<file path="src/design/conv_consts.svh">
// Offsets, field positions, reset values and timing counts of the converter
`ifndef CONV_CONSTS_SVH
`define CONV_CONSTS_SVH

`define MCLK_NS 40
`define CYC_UP(ns) (((ns) + `MCLK_NS - 1) / `MCLK_NS)
`define CYC_DN(ns) ((ns) / `MCLK_NS)

`define OSC_NS 400
`define OSC_CYC `CYC_DN(`OSC_NS)
`define GATE_DELAY_NS 1600
`define GATE_DELAY_CYC `CYC_UP(`GATE_DELAY_NS)
`define RING_PULSE_NS 400
`define RING_PULSE_CYC `CYC_UP(`RING_PULSE_NS)
`define DATA_GAP_NS 2400
`define DATA_GAP_CYC `CYC_UP(`DATA_GAP_NS)
`define CLOCK_GAP_NS 2800
`define CLOCK_GAP_CYC `CYC_UP(`CLOCK_GAP_NS)
`define ZERO_WIN_NS 800
`define ZERO_WIN_CYC `CYC_UP(`ZERO_WIN_NS)

`define ADDR_CTRL 4'h0
`define ADDR_DATA 4'h4
`define ADDR_STAT 4'h8

`define CTRL_READ 0
`define CTRL_WRITE 1
`define CTRL_MARKER 2
`define DATA_PARITY 8

`define ST_FOUND 0
`define ST_TAKEN 1
`define ST_PARERR 2
`define ST_DGAP 3
`define ST_CGAP 4
`define ST_ZERO 5
`define ST_ONES 6
`define ST_RCG 7
`define ST_WCG 8

`define RING_START 3'h5
`define MARKER_CLOCK_MASK 8'hf0
`define CTRL_RESET 3'h0

`endif

</file>
<file path="src/design/conv_pkg.sv">
// Types shared by the converter modules
package conv_pkg;
    typedef logic [7:0] byte_t;
    typedef enum logic [1:0] {TRK_IDLE, TRK_RESET, TRK_WAIT, TRK_RUN} trk_state_t;
    typedef enum logic {WIN_CLOCK, WIN_DATA} window_t;
endpackage

</file>
<file path="src/design/disk_converter.sv">
// Serial/parallel converter between the control store and a serial disk drive
//
// Contract
// - With read gate on, incoming pulses are deserialized.
// - Read gate plus marker search hunts a marker; marker found flag then sets.
// - With write gate on, clock and data pulses go to the drive.
// - Write gate plus marker search writes a marker byte with clocks missing.
// - Write oscillator and X/Y phase triggers run all the time.
// - Write gate rise delays write clock gate 1600 ns and drops the tracker.
// - 400 ns pulse with both clock gates off resets rings, secondary to 5.
// - Phase Y permit latch makes the first ring advance a phase X step.
// - Write gate, write clock gate, no Y permit step the 4-position counter.
// - Each byte taken for writing has its parity checked.
// - Primary and secondary rings sequence the shared data register both ways; only the primary ring indexes it, deltaPos_q is never read.
// - Write clock pulses interleave with data pulses, double frequency.
// - Tracker runs from its start gate, except writing or its reset interval.
// - Tracker alternates clock and data windows to separate pulses.
// - Data gap rises after 2.4 us with no separated data pulse.
// - Clock gap rises after 2.8 us with no separated clock pulse.
// - Zeros detector: one pulse per 800 ns is zero, two is ones reset.
// - Ones reset holds until the next window judged zero.
// - Read gate rise holds tracker latches 1600 ns; next pulse starts it.
// - Marker flag sets at ring position 0 only once search is over.
//
// The plain strobed port and the register offsets were decided locally.
`timescale 1ns/10ps
`include "conv_consts.svh"
module disk_converter
    import conv_pkg::*;
(
    input wire logic mclk,
    input wire logic resetn,
    input wire logic [3:0] addr,
    input wire logic [31:0] wrData,
    input wire logic wrStrobe,
    input wire logic rdStrobe,
    output logic [31:0] rdData_q,
    input wire logic readPulsePin,
    output logic writePulse_q,
    output logic writeEnable_q
);
    // Software control and data holding
    logic [2:0] ctrl_q;
    logic [8:0] hold_q;
    byte_t fdr_q;
    byte_t readByte_q;
    logic found_q, taken_q, parErr_q;
    // Write timing
    logic [3:0] oscCnt_q;
    logic writeTrig_q;
    logic wrGatePrev_q;
    logic [5:0] gateDelay_q;
    logic writeClockGate_q;
    logic [1:0] posCounter_q;
    // Rings
    logic [2:0] ringPos_q, deltaPos_q;
    logic ringLive_q, allowY_q;
    logic ringCondPrev_q;
    logic [3:0] ringPulseCnt_q;
    // Read side
    logic pinMeta_q, pinSync_q, pinPrev_q;
    trk_state_t trk_q;
    logic [5:0] trkReset_q;
    logic [3:0] phase_q;
    window_t win_q;
    logic dataSeen_q;
    logic readClockGate_q, dataGood_q, searchActive_q, markerSeen_q;
    logic [4:0] zwinCnt_q;
    logic [1:0] zpulses_q;
    logic zeroCount_q, onesReset_q;
    logic dataGap, clockGap;

    // Decoded controls
    wire logic readGate = ctrl_q[`CTRL_READ];
    wire logic writeGate = ctrl_q[`CTRL_WRITE];
    wire logic markerSearch = ctrl_q[`CTRL_MARKER];
    wire logic wrCtrl = wrStrobe && addr == `ADDR_CTRL;
    wire logic wrDat = wrStrobe && addr == `ADDR_DATA;
    wire logic wrStat = wrStrobe && addr == `ADDR_STAT;

    // Free-running oscillator taps and the write gate edge
    wire logic oscTick = oscCnt_q == 4'(`OSC_CYC - 1);
    wire logic phaseX = oscTick && !writeTrig_q;
    wire logic phaseY = oscTick && writeTrig_q;
    wire logic wrGateRise = writeGate && !wrGatePrev_q;
    wire logic writing = writeGate && writeClockGate_q;

    // Tracker phase and pulse separation
    wire logic rdEdge = pinSync_q && !pinPrev_q;
    wire logic trkRun = trk_q == TRK_RUN;
    wire logic phWrap = phase_q == 4'(`OSC_CYC - 1);
    wire logic sepClock = rdEdge && trkRun && win_q == WIN_CLOCK;
    wire logic sepData = rdEdge && trkRun && win_q == WIN_DATA;
    wire logic cellEnd = trkRun && phWrap && win_q == WIN_DATA;

    // Ring advance sources, write and read share the rings
    wire logic advX = (writing && phaseX) || (readClockGate_q && cellEnd);
    wire logic advY = writing && phaseY && allowY_q;
    wire logic [2:0] nextPos = ringLive_q ? ringPos_q + 3'h1 : `RING_START;
    wire logic byteEdge = advX && nextPos == 3'h0;
    wire logic ringCond = !readClockGate_q && !writeClockGate_q;
    wire logic ringReset = ringCond || ringPulseCnt_q != 4'h0;
    wire logic [7:0] clockMask = `MARKER_CLOCK_MASK;
    wire logic clkAllowed = !markerSearch || clockMask[nextPos];

    // Register bus write side
    always_ff @(posedge mclk) begin
        if (!resetn) begin
            ctrl_q <= `CTRL_RESET;
            hold_q <= 9'h000;
        end else begin
            if (wrCtrl)
                ctrl_q <= wrData[2:0];
            if (wrDat)
                hold_q <= wrData[8:0];
        end
    end

    // Sticky flags: a hardware set beats a same-cycle clear
    always_ff @(posedge mclk) begin
        if (!resetn) begin
            found_q <= 1'b0;
            taken_q <= 1'b0;
            parErr_q <= 1'b0;
        end else begin
            if (readClockGate_q && byteEdge && !writing && !searchActive_q)
                found_q <= 1'b1;
            else if (wrStat && wrData[`ST_FOUND])
                found_q <= 1'b0;
            if (writing && byteEdge)
                taken_q <= 1'b1;
            else if (wrDat)
                taken_q <= 1'b0;
            if (writing && byteEdge && posCounter_q != 2'h0 && !(^hold_q))
                parErr_q <= 1'b1;
            else if (wrStat && wrData[`ST_PARERR])
                parErr_q <= 1'b0;
        end
    end

    // Read data mux, answered the cycle after the strobe
    logic [31:0] rdMux;
    always_comb begin
        if (addr == `ADDR_CTRL)
            rdMux = {29'h0, ctrl_q};
        else if (addr == `ADDR_DATA)
            rdMux = {24'h0, readByte_q};
        else if (addr == `ADDR_STAT)
            rdMux = {23'h0, writeClockGate_q, readClockGate_q, onesReset_q, zeroCount_q,
                     clockGap, dataGap, parErr_q, taken_q, found_q};
        else
            rdMux = 32'h0;
    end

    always_ff @(posedge mclk) begin
        if (!resetn)
            rdData_q <= 32'h0;
        else if (rdStrobe)
            rdData_q <= rdMux;
        else
            rdData_q <= 32'h0;
    end

    // Write oscillator, write trigger and X/Y phases never stop
    always_ff @(posedge mclk) begin
        if (!resetn) begin
            oscCnt_q <= 4'h0;
            writeTrig_q <= 1'b0;
        end else begin
            oscCnt_q <= oscTick ? 4'h0 : oscCnt_q + 4'h1;
            if (oscTick)
                writeTrig_q <= !writeTrig_q;
        end
    end

    // Write gate single shot delays the write clock gate
    always_ff @(posedge mclk) begin
        if (!resetn || !writeGate) begin
            wrGatePrev_q <= 1'b0;
            gateDelay_q <= 6'h0;
            writeClockGate_q <= 1'b0;
        end else begin
            wrGatePrev_q <= 1'b1;
            if (wrGateRise)
                gateDelay_q <= 6'(`GATE_DELAY_CYC - 1);
            else if (gateDelay_q != 6'h0)
                gateDelay_q <= gateDelay_q - 6'h1;
            else if (wrGatePrev_q)
                writeClockGate_q <= 1'b1;
        end
    end

    // Four-position counter takes its first step before any parity check
    always_ff @(posedge mclk) begin
        if (!resetn || !writeGate)
            posCounter_q <= 2'h0;
        else if (writing && !allowY_q && phaseX)
            posCounter_q <= posCounter_q + 2'h1;
    end

    // Ring reset pulse fires as both clock gates fall idle
    always_ff @(posedge mclk) begin
        if (!resetn) begin
            ringCondPrev_q <= 1'b1;
            ringPulseCnt_q <= 4'h0;
        end else begin
            ringCondPrev_q <= ringCond;
            if (ringCond && !ringCondPrev_q)
                ringPulseCnt_q <= 4'(`RING_PULSE_CYC);
            else if (ringPulseCnt_q != 4'h0)
                ringPulseCnt_q <= ringPulseCnt_q - 4'h1;
        end
    end

    // Primary and secondary rings
    always_ff @(posedge mclk) begin
        if (!resetn || ringReset) begin
            ringLive_q <= 1'b0;
            ringPos_q <= 3'h0;
            deltaPos_q <= `RING_START;
            allowY_q <= 1'b0;
        end else begin
            if (advX) begin
                ringPos_q <= nextPos;
                ringLive_q <= 1'b1;
                allowY_q <= 1'b1;
            end
            if (advY)
                deltaPos_q <= ringPos_q;
        end
    end

    // Shared data register: loaded for writing, filled when reading
    always_ff @(posedge mclk) begin
        if (!resetn) begin
            fdr_q <= 8'h00;
            readByte_q <= 8'h00;
        end else if (writing) begin
            if (byteEdge || (advX && !ringLive_q))
                fdr_q <= hold_q[7:0];
        end else if (readClockGate_q && advX) begin
            if (byteEdge) begin
                readByte_q <= fdr_q;
                fdr_q <= {7'h0, dataSeen_q};
            end else begin
                fdr_q[nextPos] <= dataSeen_q;
            end
        end
    end

    // Double-frequency output: clock on X, data on permitted Y
    always_ff @(posedge mclk) begin
        if (!resetn) begin
            writePulse_q <= 1'b0;
            writeEnable_q <= 1'b0;
        end else begin
            writeEnable_q <= writing;
            writePulse_q <= writing && ((phaseX && clkAllowed) ||
                (advY && ringLive_q && fdr_q[ringPos_q]));
        end
    end

    // Two flip-flops ahead of any use of the read pulse pin
    always_ff @(posedge mclk) begin
        if (!resetn) begin
            pinMeta_q <= 1'b0;
            pinSync_q <= 1'b0;
            pinPrev_q <= 1'b0;
        end else begin
            pinMeta_q <= readPulsePin;
            pinSync_q <= pinMeta_q;
            pinPrev_q <= pinSync_q;
        end
    end

    // Tracker start sequence; write gate or dropped read gate stops it
    always_ff @(posedge mclk) begin
        if (!resetn || !readGate || writeGate) begin
            trk_q <= TRK_IDLE;
            trkReset_q <= 6'h0;
        end else begin
            case (trk_q)
                TRK_IDLE: begin
                    trk_q <= TRK_RESET;
                    trkReset_q <= 6'(`GATE_DELAY_CYC - 1);
                end
                TRK_RESET: begin
                    if (trkReset_q == 6'h0)
                        trk_q <= TRK_WAIT;
                    else
                        trkReset_q <= trkReset_q - 6'h1;
                end
                TRK_WAIT: begin
                    if (rdEdge)
                        trk_q <= TRK_RUN;
                end
                default: trk_q <= TRK_RUN;
            endcase
        end
    end

    // Digital phase tracker: nudges toward mid-window on each pulse
    always_ff @(posedge mclk) begin
        if (!resetn || !trkRun) begin
            phase_q <= 4'(`OSC_CYC / 2);
            win_q <= WIN_CLOCK;
            dataSeen_q <= 1'b0;
        end else begin
            if (phWrap) begin
                phase_q <= 4'h0;
                win_q <= win_q == WIN_CLOCK ? WIN_DATA : WIN_CLOCK;
            end else if (rdEdge && phase_q < 4'(`OSC_CYC / 2 - 1)) begin
                phase_q <= phase_q + 4'h2;
            end else if (!(rdEdge && phase_q > 4'(`OSC_CYC / 2))) begin
                phase_q <= phase_q + 4'h1;
            end
            if (cellEnd)
                dataSeen_q <= 1'b0;
            else if (sepData)
                dataSeen_q <= 1'b1;
        end
    end

    // Zeros detector: counts raw pulses per window, clock or data alike
    always_ff @(posedge mclk) begin
        if (!resetn || !readGate) begin
            zwinCnt_q <= 5'h0;
            zpulses_q <= 2'h0;
            zeroCount_q <= 1'b0;
            onesReset_q <= 1'b0;
        end else begin
            zeroCount_q <= 1'b0;
            if (zwinCnt_q == 5'(`ZERO_WIN_CYC - 1)) begin
                zwinCnt_q <= 5'h0;
                zpulses_q <= {1'b0, rdEdge};
                if (zpulses_q == 2'h1 && !rdEdge) begin
                    zeroCount_q <= 1'b1;
                    onesReset_q <= 1'b0;
                end else if (zpulses_q != 2'h0) begin
                    onesReset_q <= 1'b1;
                end
            end else begin
                zwinCnt_q <= zwinCnt_q + 5'h1;
                if (rdEdge && zpulses_q != 2'h2)
                    zpulses_q <= zpulses_q + 2'h1;
            end
        end
    end

    // Marker hunt: clock gap seen, then data gap marks the sync byte
    always_ff @(posedge mclk) begin
        if (!resetn || !readGate || writeGate) begin
            searchActive_q <= 1'b0;
            markerSeen_q <= 1'b0;
            dataGood_q <= 1'b0;
            readClockGate_q <= 1'b0;
        end else begin
            searchActive_q <= markerSearch && !dataGood_q;
            if (markerSearch && clockGap)
                markerSeen_q <= 1'b1;
            else if (onesReset_q && !readClockGate_q)
                markerSeen_q <= 1'b0;
            if (dataGap && (!markerSearch || markerSeen_q))
                dataGood_q <= 1'b1;
            if (dataGood_q && sepData)
                readClockGate_q <= 1'b1;
        end
    end

    // Gap sensors on the separated streams
    gap_timer #(.LIMIT(7'(`DATA_GAP_CYC))) dataGapTimer (
        .mclk(mclk),
        .resetn(resetn),
        .run(trkRun),
        .hit(sepData),
        .gap(dataGap)
    );

    gap_timer #(.LIMIT(7'(`CLOCK_GAP_CYC))) clockGapTimer (
        .mclk(mclk),
        .resetn(resetn),
        .run(trkRun),
        .hit(sepClock),
        .gap(clockGap)
    );
endmodule // disk_converter

</file>
<file path="src/design/gap_timer.sv">
// Saturating absence timer for one separated pulse stream
`timescale 1ns/10ps
module gap_timer #(
    parameter logic [6:0] LIMIT = 7'h3c
) (
    input wire logic mclk,
    input wire logic resetn,
    input wire logic run,
    input wire logic hit,
    output logic gap
);
    logic [6:0] count_q;

    // Gap rises once LIMIT cycles pass with no hit
    always_ff @(posedge mclk) begin
        if (!resetn || !run || hit) begin
            count_q <= 7'h00;
            gap <= 1'b0;
        end else if (count_q == LIMIT - 7'h01) begin
            gap <= 1'b1;
        end else begin
            count_q <= count_q + 7'h01;
        end
    end
endmodule // gap_timer

</file>
<file path="config.mk">
export PLATFORM = sky130hd
export DESIGN_NAME = disk_converter
export DESIGN_NICKNAME = d
export VERILOG_FILES = /design/src/design/conv_pkg.sv /design/src/design/disk_converter.sv /design/src/design/gap_timer.sv
export VERILOG_INCLUDE_DIRS = /design/src /design/src/design
export SDC_FILE = /design/constraint.sdc
export NUM_CORES = 1
export LEC_CHECK = 0
export BUFFER_PORTS_ARGS = -buffer_cell sky130_fd_sc_hd__buf_4
export CAP_MARGIN = 40
export CORE_MARGIN = 4
export CORE_UTILIZATION = 50
export DETAILED_ROUTE_END_ITERATION = 10
export GPL_TIMING_DRIVEN = 0
export PLACE_DENSITY = 0.74
export SYNTH_ARGS = -nofsm -noshare
export SYNTH_HDL_FRONTEND = slang
export SYNTH_HIERARCHICAL = 1
export SYNTH_SLANG_ARGS = --single-unit
</file>
<file path="constraint.sdc">
create_clock -name mclk -period 1.7 [get_ports mclk]
set_input_delay 0.085 -clock mclk [delete_from_list [all_inputs] [get_ports mclk]]
set_output_delay 0.085 -clock mclk [all_outputs]
set_load 0.01 [all_outputs]
</file>
==> flow_summary.yaml <==
status:
  outcome: "finished with violations"
  violations: "negative setup slack"
cts:
  cts.clk_slew.worst_paths_ps: 100
  clock_path_buffers: 2
  htree_levels: 3
  cts_buffers: 9
  clock_latency_ps: 370
  cts-root-buf: "clkbuf_8"
  cts_tree: "yes"
  cts_sinks: 112
yosys:
  synth_seq_cells: 112
  synth_seq_area_share_pct: 42.0
  synth_async_sr_flop_share_pct: 0
  synth_edf_count: 0
  ys_types: 64
  syn_area_um2: 5340
  synth_cells: 611
  ys_warn_count: 6
  synth_ff_type: "dfxtp_1"
  syn_avg_cell_area_um2: 8.74
layout:
  nets: 767
  layout-drive-gt1-share_pct: 25.0
  layout_commonest_cell: "dfxtp_1"
  fin_area_um2: 6620
  fillers: 860
  area_growth_pct: 23.9
  mostFrequentLayoutCells: "dfxtp_1 (101), buf_4 (78), nor2_1 (60)"
  antenna_cells: 0
die:
  initial_utilization_pct: 51.5
  die_h_um: 111
  core_um2: 10400
  rows: 37
  die-area_um2: 12400
  die_w_um: 111
  io_pins: 75
global_routing:
  antenna_found_initial: 0
  grt_pass1_wl_um: 21300
  grt-ovfl-total: 0
  grt_usage_pct: 20.5
  grt_max_degree: 17
  grt_pass1_vias: 4539
timing:
  tightest_slew_ps: 793
  relSlewSlack_pct: 47.0
  rsz0062_at_grt: "true"
  hold_viol: 0
  hold_ws_ps: 20.4
  layout_setup_ws_ps: -38.5
  period_share_pct: 102
  skew_ps: 11.6
  setup_viol: 6
  max_freq_ghz: 0.575
  drv_slew: 0
  period_needed_ps: 1740
  setup_tns_ps: -99.1
worst_setup_path:
  cp.required_ps: 1980
  cp_max_fo: 6
  cp-end-kind: "flop"
  startpoint_type: "flop"
  critPathLaunch: "ringPos_q[0]$_SDFFE_PP0N_"
  regToRegSetupSlack_ps: -40
  r2r-start: "ringPos_q[0]$_SDFFE_PP0N_"
  arrival_ps: 2020
  worstSetupPathType: "reg -> reg"
min_path:
  min_from: "rdStrobe"
  hold_class: "in -> reg"
detailed_routing:
  drcViolationCount: 0
  wire_per_inst_um: 15.5
  viasPerCell: 5.57
  ant_nets: 0
  drtIter0Drc: 301
  routed_wl_um: 13200
  vias: 4726
  dr.pass1.iters: 5
power_and_ir_drop:
  powerDensity_nw_per_um2: 689
  total_leakage_power_nw: 2.54
  ir_drop_v: 0.000464
placement:
  place_congestion: 0.926
  hpwl_um: 8900
  place_area_um2: 5790
  port_buffers: 26
job:
  max_cap_violations: 0
timing repair:
item | in CTS | in global routing
gates resized for setup | 42 | 41
pin swaps | 13 | 16
hold buffers | 10 | 0
setup buffers | 19 | 12
setup endpoints to repair | 36 | 32
hold endpoints to repair | 13 | 0
gates cloned | 1 | 0
where the power goes:
part | internal (W) | switching, W
Combinational | 0.000117 | 0.000130
Clock | 0.000797 | 0.000870
Sequential | 0.00263 | 0.0000134
synth_stat cells, types with 2 or more instances:
master,number,share of area [%]
nor2b_1,4,0.47
and3b_1,3,0.49
mux4_2,2,0.84
nand2b_1,8,0.94
nor4_1,3,0.35
clkbuf_1,12,0.84
a311oi_1,5,0.82
o221a_2,3,0.63
a221o_1,2,0.37
o21a_1,3,0.42
nand3_1,28,2.6
xor2_1,12,2.0
dfxtp_1,112,42
inv_1,26,1.8
or3_1,7,0.82
nand3_2,2,0.37
nand4_1,5,0.59
a21o_1,2,0.28
and4_1,2,0.33
a21oi_1,53,5.0
mux2_2,4,0.84
a31oi_1,5,0.59
mux2i_1,14,2.6
nor3_1,23,2.2
nand3b_1,4,0.56
and2_1,7,0.82
a22oi_1,8,1.1
nand2_1,55,3.9
a211oi_1,7,0.98
nor3b_1,7,0.98
buf_4,25,3.5
ha_1,18,4.2
xnor2_1,15,2.5
and3_1,2,0.23
o21ai_0,22,2.1
buf_2,10,0.94
nor4b_2,2,0.56
nor2_1,62,4.4
or4b_1,2,0.37
metal layers:
metal  vias to the layer above  part of all wire [%]  track usage, %
met5                         -                     0               0
met2                       144                    47            34.0
met3                        32                   5.4            4.29
met1                      2271                    45            26.3
met4                         0                   2.8            8.27
li1                       2279                     -               -
critical path, cell delays in order, from the launching register on:
cell	delay (ps)
dfxtp_4	370
ha_4	200
xor2_4	270
nor2_2	90
buf_4	160
o21ai_1	220
o21ai_0	120
a22oi_1	220
final cells by class:
| type | instances | area, um^2 | share of cell area [%] |
|---|---|---|---|
| Multi-Input combinational cell | 446 | 3020 | 45.7 |
| Sequential cell | 112 | 2260 | 34.2 |
| Timing Repair Buffer | 68 | 547 | 8.27 |
| Buffer | 44 | 305 | 4.62 |
| Tap cell | 136 | 170 | 2.57 |
| Clock buffer | 13 | 169 | 2.55 |
| Inverter | 27 | 101 | 1.53 |
| Clock inverter | 2 | 37.5 | 0.567 |
path summary, 6_finish.rpt:
check,end,cells after the start
hold reg to reg,pinSync_q$_SDFF_PN0_,1
setup reg to reg,fdr_q[0]$_SDFFE_PN0P_,7
hold / removal,rdData_q[8]$_SDFF_PP0_,2
setup / recovery,fdr_q[0]$_SDFFE_PN0P_,7
sequential cells by signal, indices dropped and copies added (netlist names), 2 cells and up:
register	cells
trk_q	2
readByte_q	8
oscCnt_q	4
clockGapTimer/count_q	7
ringPulseCnt_q	4
posCounter_q	2
zpulses_q	2
fdr_q	8
zwinCnt_q	5
trkReset_q	6
dataGapTimer/count_q	7
phase_q	4
ctrl_q	3
hold_q	9
gateDelay_q	6
rdData_q	9
ringPos_q	3
stage by stage:
step	worst slack, ps	power [W]	utilization, %	instances
3_3_place_gp	-312	0.00292	55.9	795
3_5_place_dp	-347	0.00292	55.9	795
6_report	-38.5	0.00456	63.8	848
2_1_floorplan	-17.5	0.00285	-	633
5_1_grt	-125	0.00473	63.8	848
4_1_cts	-24.0	0.00457	61.6	839
logic make-up after synthesis:
kind of cell / Yosys count / share of synthesized area (%)
AOI/OAI and AO/OA: 121 / 14.6
xor gates and xnor gates: 27 / 4.43
adders and majority gates: 18 / 4.22
buffers and inverters: 75 / 7.41
DFF: 112 / 42.0
muxes: 20 / 4.31
other: 1 / 0.0702
and+or+nand+nor: 237 / 22.9
Power figures use the tool's default switching activity.
